$ cat src/inc/pbf_regs.svh
// register offsets, field positions and reset values for the port b/f pin mux
`ifndef PBF_REGS_SVH
`define PBF_REGS_SVH

`define PBF_ADDR_W 4
`define PBF_ADDR_B_PER 4'h0
`define PBF_ADDR_B_DDR 4'h1
`define PBF_ADDR_B_DR 4'h2
`define PBF_ADDR_B_PUR 4'h3
`define PBF_ADDR_B_PIN 4'h4
`define PBF_ADDR_F_PER 4'h5
`define PBF_ADDR_F_DDR 4'h6
`define PBF_ADDR_F_DR 4'h7
`define PBF_ADDR_F_PUR 4'h8
`define PBF_ADDR_F_PIN 4'h9
`define PBF_ADDR_CLKO 4'ha
`define PBF_ADDR_BUSCTL 4'hb

`define PBF_B_PER_RST 5'h1f
`define PBF_F_PER_RST 4'hf
`define PBF_B_PUR_RST 5'h1f
`define PBF_F_PUR_RST 4'hf
`define PBF_CLKO_RST 3'h0
`define PBF_BUSCTL_RST 1'h1

`define PBF_B_CLK_PIN 4
`define PBF_CLKO_ADDR_BIT 3

`define PBF_SRC_W 5
`define PBF_SRC_SYS 0
`define PBF_SRC_IPB 1
`define PBF_SRC_OSC 2
`define PBF_SRC_PRE 3
`define PBF_SRC_POST 4

`endif

$ cat src/inc/pbf_pkg.sv
// types shared by the port b/f pin mux
`default_nettype none
package pbf_pkg;
  // clock-out selection codes
  typedef enum logic [2:0] {
    PBF_CLKO_OFF = 3'h0,
    PBF_CLKO_SYS = 3'h1,
    PBF_CLKO_IPB = 3'h2,
    PBF_CLKO_OSC = 3'h3,
    PBF_CLKO_PRE = 3'h4,
    PBF_CLKO_POST = 3'h5
  } pbf_clko_t;
endpackage : pbf_pkg
`default_nettype wire

$ cat src/pbf_pin_cell.sv
// one pad cell: function select, output drive, enable and input synchroniser
`default_nettype none
module pbf_pin_cell (
  // clock and reset
  input wire logic clk_in,
  input wire logic rst_in,
  input wire logic ce_in,
  // control
  input wire logic gpio_sel_in,
  input wire logic gpio_dir_in,
  input wire logic gpio_dat_in,
  input wire logic pu_en_in,
  input wire logic alt_val_in,
  input wire logic alt_oe_in,
  // pad
  input wire logic pad_in,
  output logic pad_out,
  output logic pad_oe_out,
  output logic pad_pu_out,
  output logic sync_out
);
  logic meta_ff;
  logic sync_ff;
  wire nxt_pad = gpio_sel_in ? gpio_dat_in : alt_val_in;
  wire nxt_oe = gpio_sel_in ? gpio_dir_in : alt_oe_in;

  // registered pad drive so outputs come from flops
  always_ff @(posedge clk_in or posedge rst_in)
  begin
    if (rst_in)
    begin
      pad_out <= 1'b0;
      pad_oe_out <= 1'b0;
      pad_pu_out <= 1'b1;
    end
    else if (ce_in)
    begin
      pad_out <= nxt_pad;
      pad_oe_out <= nxt_oe;
      pad_pu_out <= pu_en_in;
    end
  end

  // two flops since the pad is asynchronous
  always_ff @(posedge clk_in or posedge rst_in)
  begin
    if (rst_in)
    begin
      meta_ff <= 1'b0;
      sync_ff <= 1'b0;
    end
    else if (ce_in)
    begin
      meta_ff <= pad_in;
      sync_ff <= meta_ff;
    end
  end
  assign sync_out = sync_ff;
endmodule : pbf_pin_cell
`default_nettype wire

$ cat src/pbf_pin_mux.sv
// port b pins 0-4 and port f pins 0-3 function select with register port
//
// Chosen here: strobed register access and the address map.
`include "pbf_regs.svh"
`default_nettype none
// Functional notes
// - each port b pin selectable input/output
// - port b resets to general-purpose function
// - clearing pull-up bit n disables pin n pull-up
// - address pins tri-state when bus idle, if enabled
// - data pins tri-state when bus idle, if enabled
// - port f resets to data bus function
// - port f gpio pins selectable input/output
// - release gpio on pin 4 before alternate use
// - clock-out select picks address or prescaler clock
// - clock-out offers six source choices
module pbf_pin_mux #(
  parameter int NB = 5,
  parameter int NF = 4
) (
  // clock, reset, enable
  input wire logic clk_in,
  input wire logic rst_in,
  input wire logic ce_in,
  // register port
  input wire logic [`PBF_ADDR_W-1:0] addr_in,
  input wire logic [15:0] wdata_in,
  input wire logic wr_in,
  input wire logic rd_in,
  output logic [15:0] rdata_out,
  // external bus core side
  input wire logic bus_active_in,
  input wire logic [NB-1:0] addr_hi_in,
  input wire logic [NF-1:0] data_wr_in,
  input wire logic data_dir_out_in,
  output logic [NF-1:0] data_rd_out,
  output logic bus_float_out,
  // clock sources
  input wire logic sys_clk_in,
  input wire logic ipb_clk_in,
  input wire logic osc_clk_in,
  input wire logic pre_clk_in,
  input wire logic post_clk_in,
  output logic clko_out,
  // port b pads
  input wire logic [NB-1:0] pb_pad_in,
  output logic [NB-1:0] pb_pad_out,
  output logic [NB-1:0] pb_pad_oe_out,
  output logic [NB-1:0] pb_pu_out,
  // port f pads
  input wire logic [NF-1:0] pf_pad_in,
  output logic [NF-1:0] pf_pad_out,
  output logic [NF-1:0] pf_pad_oe_out,
  output logic [NF-1:0] pf_pu_out
);
  logic [NB-1:0] b_per_ff;
  logic [NB-1:0] b_ddr_ff;
  logic [NB-1:0] b_dr_ff;
  logic [NB-1:0] b_pur_ff;
  logic [NF-1:0] f_per_ff;
  logic [NF-1:0] f_ddr_ff;
  logic [NF-1:0] f_dr_ff;
  logic [NF-1:0] f_pur_ff;
  pbf_pkg::pbf_clko_t clko_sel_ff;
  logic clko_addr_ff;
  logic drv_ff;
  logic clko_ff;
  logic float_ff;
  logic [NB-1:0] b_sync;
  logic [NF-1:0] f_sync;
  logic [15:0] nxt_rdata;

  // write decode
  wire wr_b_per = wr_in && (addr_in == `PBF_ADDR_B_PER);
  wire wr_b_ddr = wr_in && (addr_in == `PBF_ADDR_B_DDR);
  wire wr_b_dr = wr_in && (addr_in == `PBF_ADDR_B_DR);
  wire wr_b_pur = wr_in && (addr_in == `PBF_ADDR_B_PUR);
  wire wr_f_per = wr_in && (addr_in == `PBF_ADDR_F_PER);
  wire wr_f_ddr = wr_in && (addr_in == `PBF_ADDR_F_DDR);
  wire wr_f_dr = wr_in && (addr_in == `PBF_ADDR_F_DR);
  wire wr_f_pur = wr_in && (addr_in == `PBF_ADDR_F_PUR);
  wire wr_clko = wr_in && (addr_in == `PBF_ADDR_CLKO);
  wire wr_busctl = wr_in && (addr_in == `PBF_ADDR_BUSCTL);

  // unknown select codes fall back to off so no junk toggles the pin
  wire [2:0] wsel = wdata_in[2:0];
  wire sel_legal = (wsel <= 3'h5);
  wire [2:0] nxt_sel = sel_legal ? wsel : `PBF_CLKO_RST;

  // port b control registers
  always_ff @(posedge clk_in or posedge rst_in)
  begin
    if (rst_in)
    begin
      b_per_ff <= `PBF_B_PER_RST;
      b_ddr_ff <= '0;
      b_dr_ff <= '0;
      b_pur_ff <= `PBF_B_PUR_RST;
    end
    else if (ce_in)
    begin
      if (wr_b_per)
        b_per_ff <= wdata_in[NB-1:0];
      if (wr_b_ddr)
        b_ddr_ff <= wdata_in[NB-1:0];
      if (wr_b_dr)
        b_dr_ff <= wdata_in[NB-1:0];
      if (wr_b_pur)
        b_pur_ff <= wdata_in[NB-1:0];
    end
  end

  // port f control registers
  always_ff @(posedge clk_in or posedge rst_in)
  begin
    if (rst_in)
    begin
      f_per_ff <= `PBF_F_PER_RST;
      f_ddr_ff <= '0;
      f_dr_ff <= '0;
      f_pur_ff <= `PBF_F_PUR_RST;
    end
    else if (ce_in)
    begin
      if (wr_f_per)
        f_per_ff <= wdata_in[NF-1:0];
      if (wr_f_ddr)
        f_ddr_ff <= wdata_in[NF-1:0];
      if (wr_f_dr)
        f_dr_ff <= wdata_in[NF-1:0];
      if (wr_f_pur)
        f_pur_ff <= wdata_in[NF-1:0];
    end
  end

  // clock-out select and bus drive control
  always_ff @(posedge clk_in or posedge rst_in)
  begin
    if (rst_in)
    begin
      clko_sel_ff <= pbf_pkg::PBF_CLKO_OFF;
      clko_addr_ff <= 1'b0;
      drv_ff <= `PBF_BUSCTL_RST;
    end
    else if (ce_in)
    begin
      if (wr_clko)
      begin
        clko_sel_ff <= pbf_pkg::pbf_clko_t'(nxt_sel);
        clko_addr_ff <= wdata_in[`PBF_CLKO_ADDR_BIT];
      end
      if (wr_busctl)
        drv_ff <= wdata_in[0];
    end
  end

  // clock sources live in other domains: two flops before any logic reads them
  // costs two cycles of monitor lag, but no metastable level reaches a pad
  logic [`PBF_SRC_W-1:0] src_meta_ff;
  logic [`PBF_SRC_W-1:0] src_sync_ff;
  always_ff @(posedge clk_in or posedge rst_in)
  begin
    if (rst_in)
    begin
      src_meta_ff <= '0;
      src_sync_ff <= '0;
    end
    else if (ce_in)
    begin
      src_meta_ff <= {post_clk_in, pre_clk_in, osc_clk_in, ipb_clk_in, sys_clk_in};
      src_sync_ff <= src_meta_ff;
    end
  end

  // clock-out source select; sources are sampled, so this is a monitor only
  logic clko_src;
  always_comb
  begin
    clko_src = 1'b0;
    unique case (clko_sel_ff)
      pbf_pkg::PBF_CLKO_OFF: clko_src = 1'b0;
      pbf_pkg::PBF_CLKO_SYS: clko_src = src_sync_ff[`PBF_SRC_SYS];
      pbf_pkg::PBF_CLKO_IPB: clko_src = src_sync_ff[`PBF_SRC_IPB];
      pbf_pkg::PBF_CLKO_OSC: clko_src = src_sync_ff[`PBF_SRC_OSC];
      pbf_pkg::PBF_CLKO_PRE: clko_src = src_sync_ff[`PBF_SRC_PRE];
      pbf_pkg::PBF_CLKO_POST: clko_src = src_sync_ff[`PBF_SRC_POST];
      default: clko_src = 1'b0;
    endcase
  end

  // bus idle float: drive bit low means release pins while idle
  // the prescaler monitor on pin 4 is not a bus line, so it never floats
  wire bus_float = !bus_active_in && !drv_ff;

  // port b alternate function values
  logic [NB-1:0] b_alt_val;
  logic [NB-1:0] b_alt_oe;
  always_comb
  begin
    // address drive gated by bus float
    b_alt_val = addr_hi_in;
    b_alt_oe = {NB{!bus_float}};
    // pin 4 carries address or prescaler
    if (!clko_addr_ff)
    begin
      b_alt_val[`PBF_B_CLK_PIN] = src_sync_ff[`PBF_SRC_PRE];
      b_alt_oe[`PBF_B_CLK_PIN] = 1'b1;
    end
  end

  // data drive only while writing and not floated
  wire [NF-1:0] f_alt_oe = {NF{data_dir_out_in && !bus_float}};

  // port b select is high for gpio, port f select is high for the bus
  // per bit selects gpio when set on port b, the bus when set on port f
  genvar gi;
  generate
    for (gi = 0; gi < NB; gi++)
    begin : g_pb
      pbf_pin_cell u_cell (
        .clk_in(clk_in),
        .rst_in(rst_in),
        .ce_in(ce_in),
        .gpio_sel_in(b_per_ff[gi]),
        .gpio_dir_in(b_ddr_ff[gi]),
        .gpio_dat_in(b_dr_ff[gi]),
        .pu_en_in(b_pur_ff[gi]),
        .alt_val_in(b_alt_val[gi]),
        .alt_oe_in(b_alt_oe[gi]),
        .pad_in(pb_pad_in[gi]),
        .pad_out(pb_pad_out[gi]),
        .pad_oe_out(pb_pad_oe_out[gi]),
        .pad_pu_out(pb_pu_out[gi]),
        .sync_out(b_sync[gi])
      );
    end
    for (gi = 0; gi < NF; gi++)
    begin : g_pf
      pbf_pin_cell u_cell (
        .clk_in(clk_in),
        .rst_in(rst_in),
        .ce_in(ce_in),
        .gpio_sel_in(!f_per_ff[gi]),
        .gpio_dir_in(f_ddr_ff[gi]),
        .gpio_dat_in(f_dr_ff[gi]),
        .pu_en_in(f_pur_ff[gi]),
        .alt_val_in(data_wr_in[gi]),
        .alt_oe_in(f_alt_oe[gi]),
        .pad_in(pf_pad_in[gi]),
        .pad_out(pf_pad_out[gi]),
        .pad_oe_out(pf_pad_oe_out[gi]),
        .pad_pu_out(pf_pu_out[gi]),
        .sync_out(f_sync[gi])
      );
    end
  endgenerate

  // read mux; unmapped addresses read zero
  always_comb
  begin
    nxt_rdata = 16'h0000;
    unique case (addr_in)
      `PBF_ADDR_B_PER: nxt_rdata[NB-1:0] = b_per_ff;
      `PBF_ADDR_B_DDR: nxt_rdata[NB-1:0] = b_ddr_ff;
      `PBF_ADDR_B_DR: nxt_rdata[NB-1:0] = b_dr_ff;
      `PBF_ADDR_B_PUR: nxt_rdata[NB-1:0] = b_pur_ff;
      `PBF_ADDR_B_PIN: nxt_rdata[NB-1:0] = b_sync;
      `PBF_ADDR_F_PER: nxt_rdata[NF-1:0] = f_per_ff;
      `PBF_ADDR_F_DDR: nxt_rdata[NF-1:0] = f_ddr_ff;
      `PBF_ADDR_F_DR: nxt_rdata[NF-1:0] = f_dr_ff;
      `PBF_ADDR_F_PUR: nxt_rdata[NF-1:0] = f_pur_ff;
      `PBF_ADDR_F_PIN: nxt_rdata[NF-1:0] = f_sync;
      `PBF_ADDR_CLKO: nxt_rdata[3:0] = {clko_addr_ff, clko_sel_ff};
      `PBF_ADDR_BUSCTL: nxt_rdata[1:0] = {bus_active_in, drv_ff};
      default: nxt_rdata = 16'h0000;
    endcase
  end

  // read data, clock-out and float flops
  always_ff @(posedge clk_in or posedge rst_in)
  begin
    if (rst_in)
    begin
      rdata_out <= 16'h0000;
      clko_ff <= 1'b0;
      float_ff <= 1'b0;
    end
    else if (ce_in)
    begin
      rdata_out <= rd_in ? nxt_rdata : 16'h0000;
      clko_ff <= clko_src;
      float_ff <= bus_float;
    end
  end

  assign clko_out = clko_ff;
  assign bus_float_out = float_ff;
  assign data_rd_out = f_sync;
endmodule : pbf_pin_mux
`default_nettype wire

$ cat config.mk
export PLATFORM = sky130hd
export DESIGN_NAME = pbf_pin_mux
export DESIGN_NICKNAME = d
export VERILOG_FILES = /design/src/inc/pbf_pkg.sv /design/src/pbf_pin_cell.sv /design/src/pbf_pin_mux.sv
export VERILOG_INCLUDE_DIRS = /design/src /design/src/inc
export SDC_FILE = /design/constraint.sdc
export NUM_CORES = 1
export LEC_CHECK = 0
export BUFFER_PORTS_ARGS = -buffer_cell sky130_fd_sc_hd__buf_4
export CAP_MARGIN = 20
export CORE_MARGIN = 2
export CORE_UTILIZATION = 58
export CTS_CLUSTER_SIZE = 10
export DETAILED_ROUTE_END_ITERATION = 12
export GPL_TIMING_DRIVEN = 1
export PLACE_DENSITY = 0.83
export SETUP_SLACK_MARGIN = 0.2
export SLEW_MARGIN = 5
export SYNTH_ARGS = -nofsm -noshare
export SYNTH_HDL_FRONTEND = slang
export SYNTH_HIERARCHICAL = 1
export SYNTH_SLANG_ARGS = --single-unit
$ cat constraint.sdc
create_clock -name clk_in -period 5.1 [get_ports clk_in]
set_input_delay 1.02 -clock clk_in [delete_from_list [all_inputs] [get_ports clk_in]]
set_output_delay 1.02 -clock clk_in [all_outputs]
set_load 0.05 [all_outputs]
# Word level (Yosys, flattened, before mapping)
# Cells that the tools add are included.
# Widths: inputs -> output; s select.
[totals] register_bits=114 out_inout_bits=49
[classes] muxes=26 n_lt_le_gt_ge=1 n_eq_ne=16 n_reduce_logical=26
[ops] operator="$pmux 2 s12" n=1
[ops] operator="$pmux 2 s11" n=1
[ops] operator="$mux 1" n=20
[ops] operator="$reduce_and 2->1" n=10
[ops] operator="$eq 4x3->1 const B" n=4
[ops] operator="$eq 4x4->1 const B" n=4
[ops] operator="$logic_and 1x1->1" n=12
[ops] operator="$pmux 1 s5" n=2
[ops] operator="$eq 4x2->1 const B" n=2
[ops] operator="$eq 3x2->1 const B" n=2
[ops] operator="$eq 3x3->1 const B" n=2
[ops] operator="$mux 5" n=1
[ops] operator="$eq 4x1->1 const B" n=1
[ops] operator="$logic_not 4->1" n=1
[ops] operator="$eq 3x1->1 const B" n=1
[ops] operator="$le 3x3->1 const B" n=1
[ops] operator="$logic_not 1->1" n=3
[ops] operator="$mux 3" n=1

# Logic depth before layout (Yosys ltp)
[depth] ltp_word=5 depth_mapped=7 depth_no_buf=4

# Modules after synthesis
# Netlist, hierarchy kept.
[by_module_without_submodules] mod="pbf_pin_mux" area_each_um2=3096.7 cells_each=266 seq_area_each_um2=1475.2 instances=1
[by_module_without_submodules] mod="pbf_pin_cell" area_each_um2=224.0 cells_each=16 seq_area_each_um2=126.4 instances=9

# Least setup slack after synthesis
# OpenSTA, ideal clock, no wires.
[synth_timing] path_kind="input-to-reg" from="input port ce_in" to="register b_pur_ff[3]" arrival_time_ns=2.172 path_buffers=2 stages=6 t_required_ns=5.018 setup_slack_ns=2.845 setup_time_ns=0.082 cell_sequence="buf_2 inv_2 nor3b_2 and3_1 buf_2 mux2_2"
[synth_between] elab_chain_cells=1
[synth_rtl] element="from (decl)" line_no="pbf_pin_mux.sv:24" text="input wire logic ce_in,"
[synth_rtl] element="$reduce_and 2->1 (no source line)"
[synth_rtl] element="to (signal assigned)" line_no="pbf_pin_mux.sv:98" text="b_pur_ff <= `PBF_B_PUR_RST;"
[synth_rtl] element="to (signal assigned)" line_no="pbf_pin_mux.sv:109" text="b_pur_ff <= wdata_in[NB-1:0];"
[synth_rtl] element="to (decl)" line_no="pbf_pin_mux.sv:59" text="logic [NB-1:0] b_pur_ff;"
# Every way passes these cells.
# A chain may end at the register's enable or synchronous reset.

# Worst setup path after layout
[layout_timing] from="input port addr_in[3]" to="register b_pur_ff[3]"
[layout_between] elab_chain_cells=3
[layout_rtl] element="from (decl)" line_no="pbf_pin_mux.sv:26" text="input wire logic [`PBF_ADDR_W-1:0] addr_in,"
[layout_rtl] element="$eq 4x2->1"
[layout_rtl] element="$logic_and 1x1->1" line_no="pbf_pin_mux.sv:77" text="wire wr_b_pur = wr_in && (addr_in == `PBF_ADDR_B_PUR);"
[layout_rtl] element="$reduce_and 2->1 (no source line)"
# Every way passes these cells.

==> results.yml <==
sta:
  slew_headroom: 0.3731
  period_minus_slack_ns: 2.261
  fin_crit_sh: 0.4434
  tns_ns: 0
  final-setup-viol-count: 0
  drv_slew: 0
  post-route-worst-setup-slack_ns: 2.839
  fin_skew_ns: 0.008096
  worst_slew_pin_slew_ns: 0.9404
  rsz0062_at_grt: "no"
  fmax_ghz: 0.4422
  finalHoldViolCount: 0
clock_network:
  ctsRootBufferMaster: "clkbuf_8"
  cts-buffers-inserted: 9
  htreeDepth: 3
  post_cts_buffers: 0
  clkLatencyLatePin_ns: 0.36
  cts_sinks: 103
  clk_pin_slew_ns: 0.10
  cts_tree: "yes"
  clk_path_buf_depth: 2
  holdBufCountCts: 0
  cts_resized: 0
drt:
  drt-wirelength-per-cell_um: 18.95
  totalWireLength_mm: 11.08
  ant_nets: 0
  firstDrtPassIters: 5
  vias: 3446
  drt_iter0_drc: 249
  via_per_inst: 5.891
  drt_drc_violations_left: 0
global_route:
  grt_util_all_layers: 0.2367
  grt_pass1_vias: 3451
  grt_max_degree: 76
  grt_pass1_wl_mm: 18.00
  gr-total-overflow: 0
  antenna_found_initial: 0
worst_setup_path:
  slowest_stage: "and3_1"
  worst-path-stages: 5
  critPathTopFamily: "simple AND/OR/NAND/NOR gates"
  cp_max_fo: 28
  cp.arrival_ns: 2.56
  cp.required_ns: 5.40
  reg2reg_depth: 4
  endpoint_kind: "flip-flop"
  worst-setup-path-type: "input port to flip-flop"
  startpoint_type: "input port"
  critPathMaxStageDelay_ns: 0.38
  cp.buffers_inverters: 1
  path_cells: "buf_4, nor2b_1, nor3b_2, and3_1, mux2_2"
  r2r_setup_slack_ns: 3.58
yosys:
  synth-xor-area-share: 0
  synth-simple-area-share: 0.1006
  yosysWarnings: 6
  synthArstFlopShare: 1.000
  synthAdderAreaFrac: 0
  synth_cells: 410
  syn_avg_cell_area_um2: 12.47
  syn_area_um2: 5112
  synth_seq_area_share: 0.5110
  synth_seq_cells: 103
  synth_area_leaders: "dfrtp_1 37%, dfstp_2 14%, mux2_2 11%, mux2_4 7.9%, mux2i_1 4.7%"
  synth_top_area_share: 0.3671
  synthDistinctLibCells: 47
  synthFlopType: "dfrtp_1"
  synth_edf_count: 0
  synth_compound_area_frac: 0.06804
  synth_largest_area_cell: "dfrtp_1"
  synth_top_family_by_area: "multiplexers"
  synth.mux.area_fraction: 0.2496
min_path:
  worstHoldPathCells: 1
  hp-class: "flip-flop to flip-flop"
finish:
  area_growth_pct: 13.00
  seq_area_um2: 2613
  fill_cells: 657
  final_common_cell: "buf_4"
  drive_gt1_frac: 0.4444
  nets: 522
  fin_area_um2: 5777
  antennaDiodeCount: 0
  mostFrequentLayoutCells: "78 x buf_4, 75 x dfrtp_1, 52 x mux2_2, 28 x nor2_1, 28 x dfstp_2"
  multi_input_area_um2: 2180
power:
  powerDensity_nw_per_um2: 386.3
  p_seq_frac: 0.495
  leakage_nw: 2.647
  ir_worst_vdd_v: 0.0002288
  p_int_mw: 1.445
  clockPowerShare: 0.219
  p_sw_mw: 0.7866
  swShare: 0.3525
  p_comb_frac: 0.286
place:
  dpl_worst_slack_ns: 2.491
  place.gp.congestion: 0.9174
  io_buffers: 76
  place_area_um2: 5588
  dp_hpwl_mm: 7.847
run:
  maxCapViolations: 0
die:
  io_pins: 99
  die_h_um: 97.89
  dieArea_um2: 9581
  initial_utilization: 0.5920
  core_area_um2: 8636
  core.rowCount: 34
  die_w_um: 97.89
outcome:
  status: "finished, final reports clean"
## cells in the mapped netlist (all sizes together), types with 3 or more instances
cell and instances:
a21oi 25, a31oi 3, buf 35, dfrtp 75, dfstp 28, inv 20, mux2 79, mux2i 24
nand2 13, nand3 10, nand3b 12, nor2 28, nor2b 9, nor3 6, nor4bb 3, o211ai 3
o21ai 6
## layout make-up
cell class              count  area share
multi-input cells         260      0.3773
clock buffers               9     0.02144
well taps                 108     0.02339
flip-flops and latches    103      0.4522
clock inverters             7     0.01126
repair buffers             78      0.1014
inverters                  20     0.01300
## registers in the layout (all words and copies together), names as in the netlist, 5 cells and up
| name | cells |
|---|---|
| rdata_out | 5 |
| g_pb.u_cell/pad_oe_out | 5 |
| g_pb.u_cell/pad_out | 5 |
| g_pb.u_cell/sync_out | 5 |
| g_pb.u_cell/meta_ff | 5 |
| b_pur_ff | 5 |
| b_ddr_ff | 5 |
| b_per_ff | 5 |
| b_dr_ff | 5 |
| src_sync_ff | 5 |
| g_pb.u_cell/pad_pu_out | 5 |
| src_meta_ff | 5 |
## routing by layer
metal / GRT usage / vias up / part of all wire
met5: 0 / - / 0
met4: 0.06624 / 0 / 0.018
met3: 0.05011 / 20 / 0.063
met2: 0.3736 / 128 / 0.49
met1: 0.3356 / 1751 / 0.43
li1: - / 1547 / -
## power groups by stage
stage | Clock (mW) | Combinational, mW | Sequential, mW
2_1_floorplan | 0 | 0.306 | 1.27
3_3_place_gp | 0 | 0.623 | 1.11
3_5_place_dp | 0 | 0.638 | 1.12
4_1_cts | 0.503 | 0.641 | 1.10
5_1_grt | 0.535 | 0.675 | 1.12
6_report | 0.489 | 0.638 | 1.10
## logic make-up (layout without fill, tap and decap cells)
group / after synthesis / count (layout)
buffers and inverters: 57 / 114
other: 1 / 11
muxes: 105 / 105
and+or+nand+nor: 90 / 90
DFF: 103 / 103
AOI/OAI and AO/OA: 54 / 54
## final timing paths
kind / endpoint / startpoint
max: b_pur_ff[3] / addr_in[3]
min: src_sync_ff[0] / src_meta_ff[0]
max reg2reg: g_pf[2].u_cell/pad_oe_out / drv_ff
min reg2reg: src_sync_ff[0] / src_meta_ff[0]
max in group asynchronous: rdata_out[4] / rst_in
min in group asynchronous: g_pb[2].u_cell/sync_out / rst_in
## through the flow
stage / std cells / utilization / hold slack, ns / total power [mW]
after floorplan: 420 / - / 0.4740 / 1.572
after global placement: 569 / 0.6471 / 0.4860 / 1.734
after detailed placement: 569 / 0.6471 / 0.4889 / 1.756
after CTS: 585 / 0.6689 / 0.5136 / 2.249
after global routing: 585 / 0.6689 / 0.5340 / 2.332
final: 585 / 0.6689 / 0.5095 / 2.231
## worst reg2reg max path, cell delays in order (launching register included)
cell     delay [ns]
dfstp_2        0.56
nor2_1         0.10
nor2b_1        0.41
mux2i_1        0.19
a21oi_1        0.19
Power figures use the tool's default switching activity.
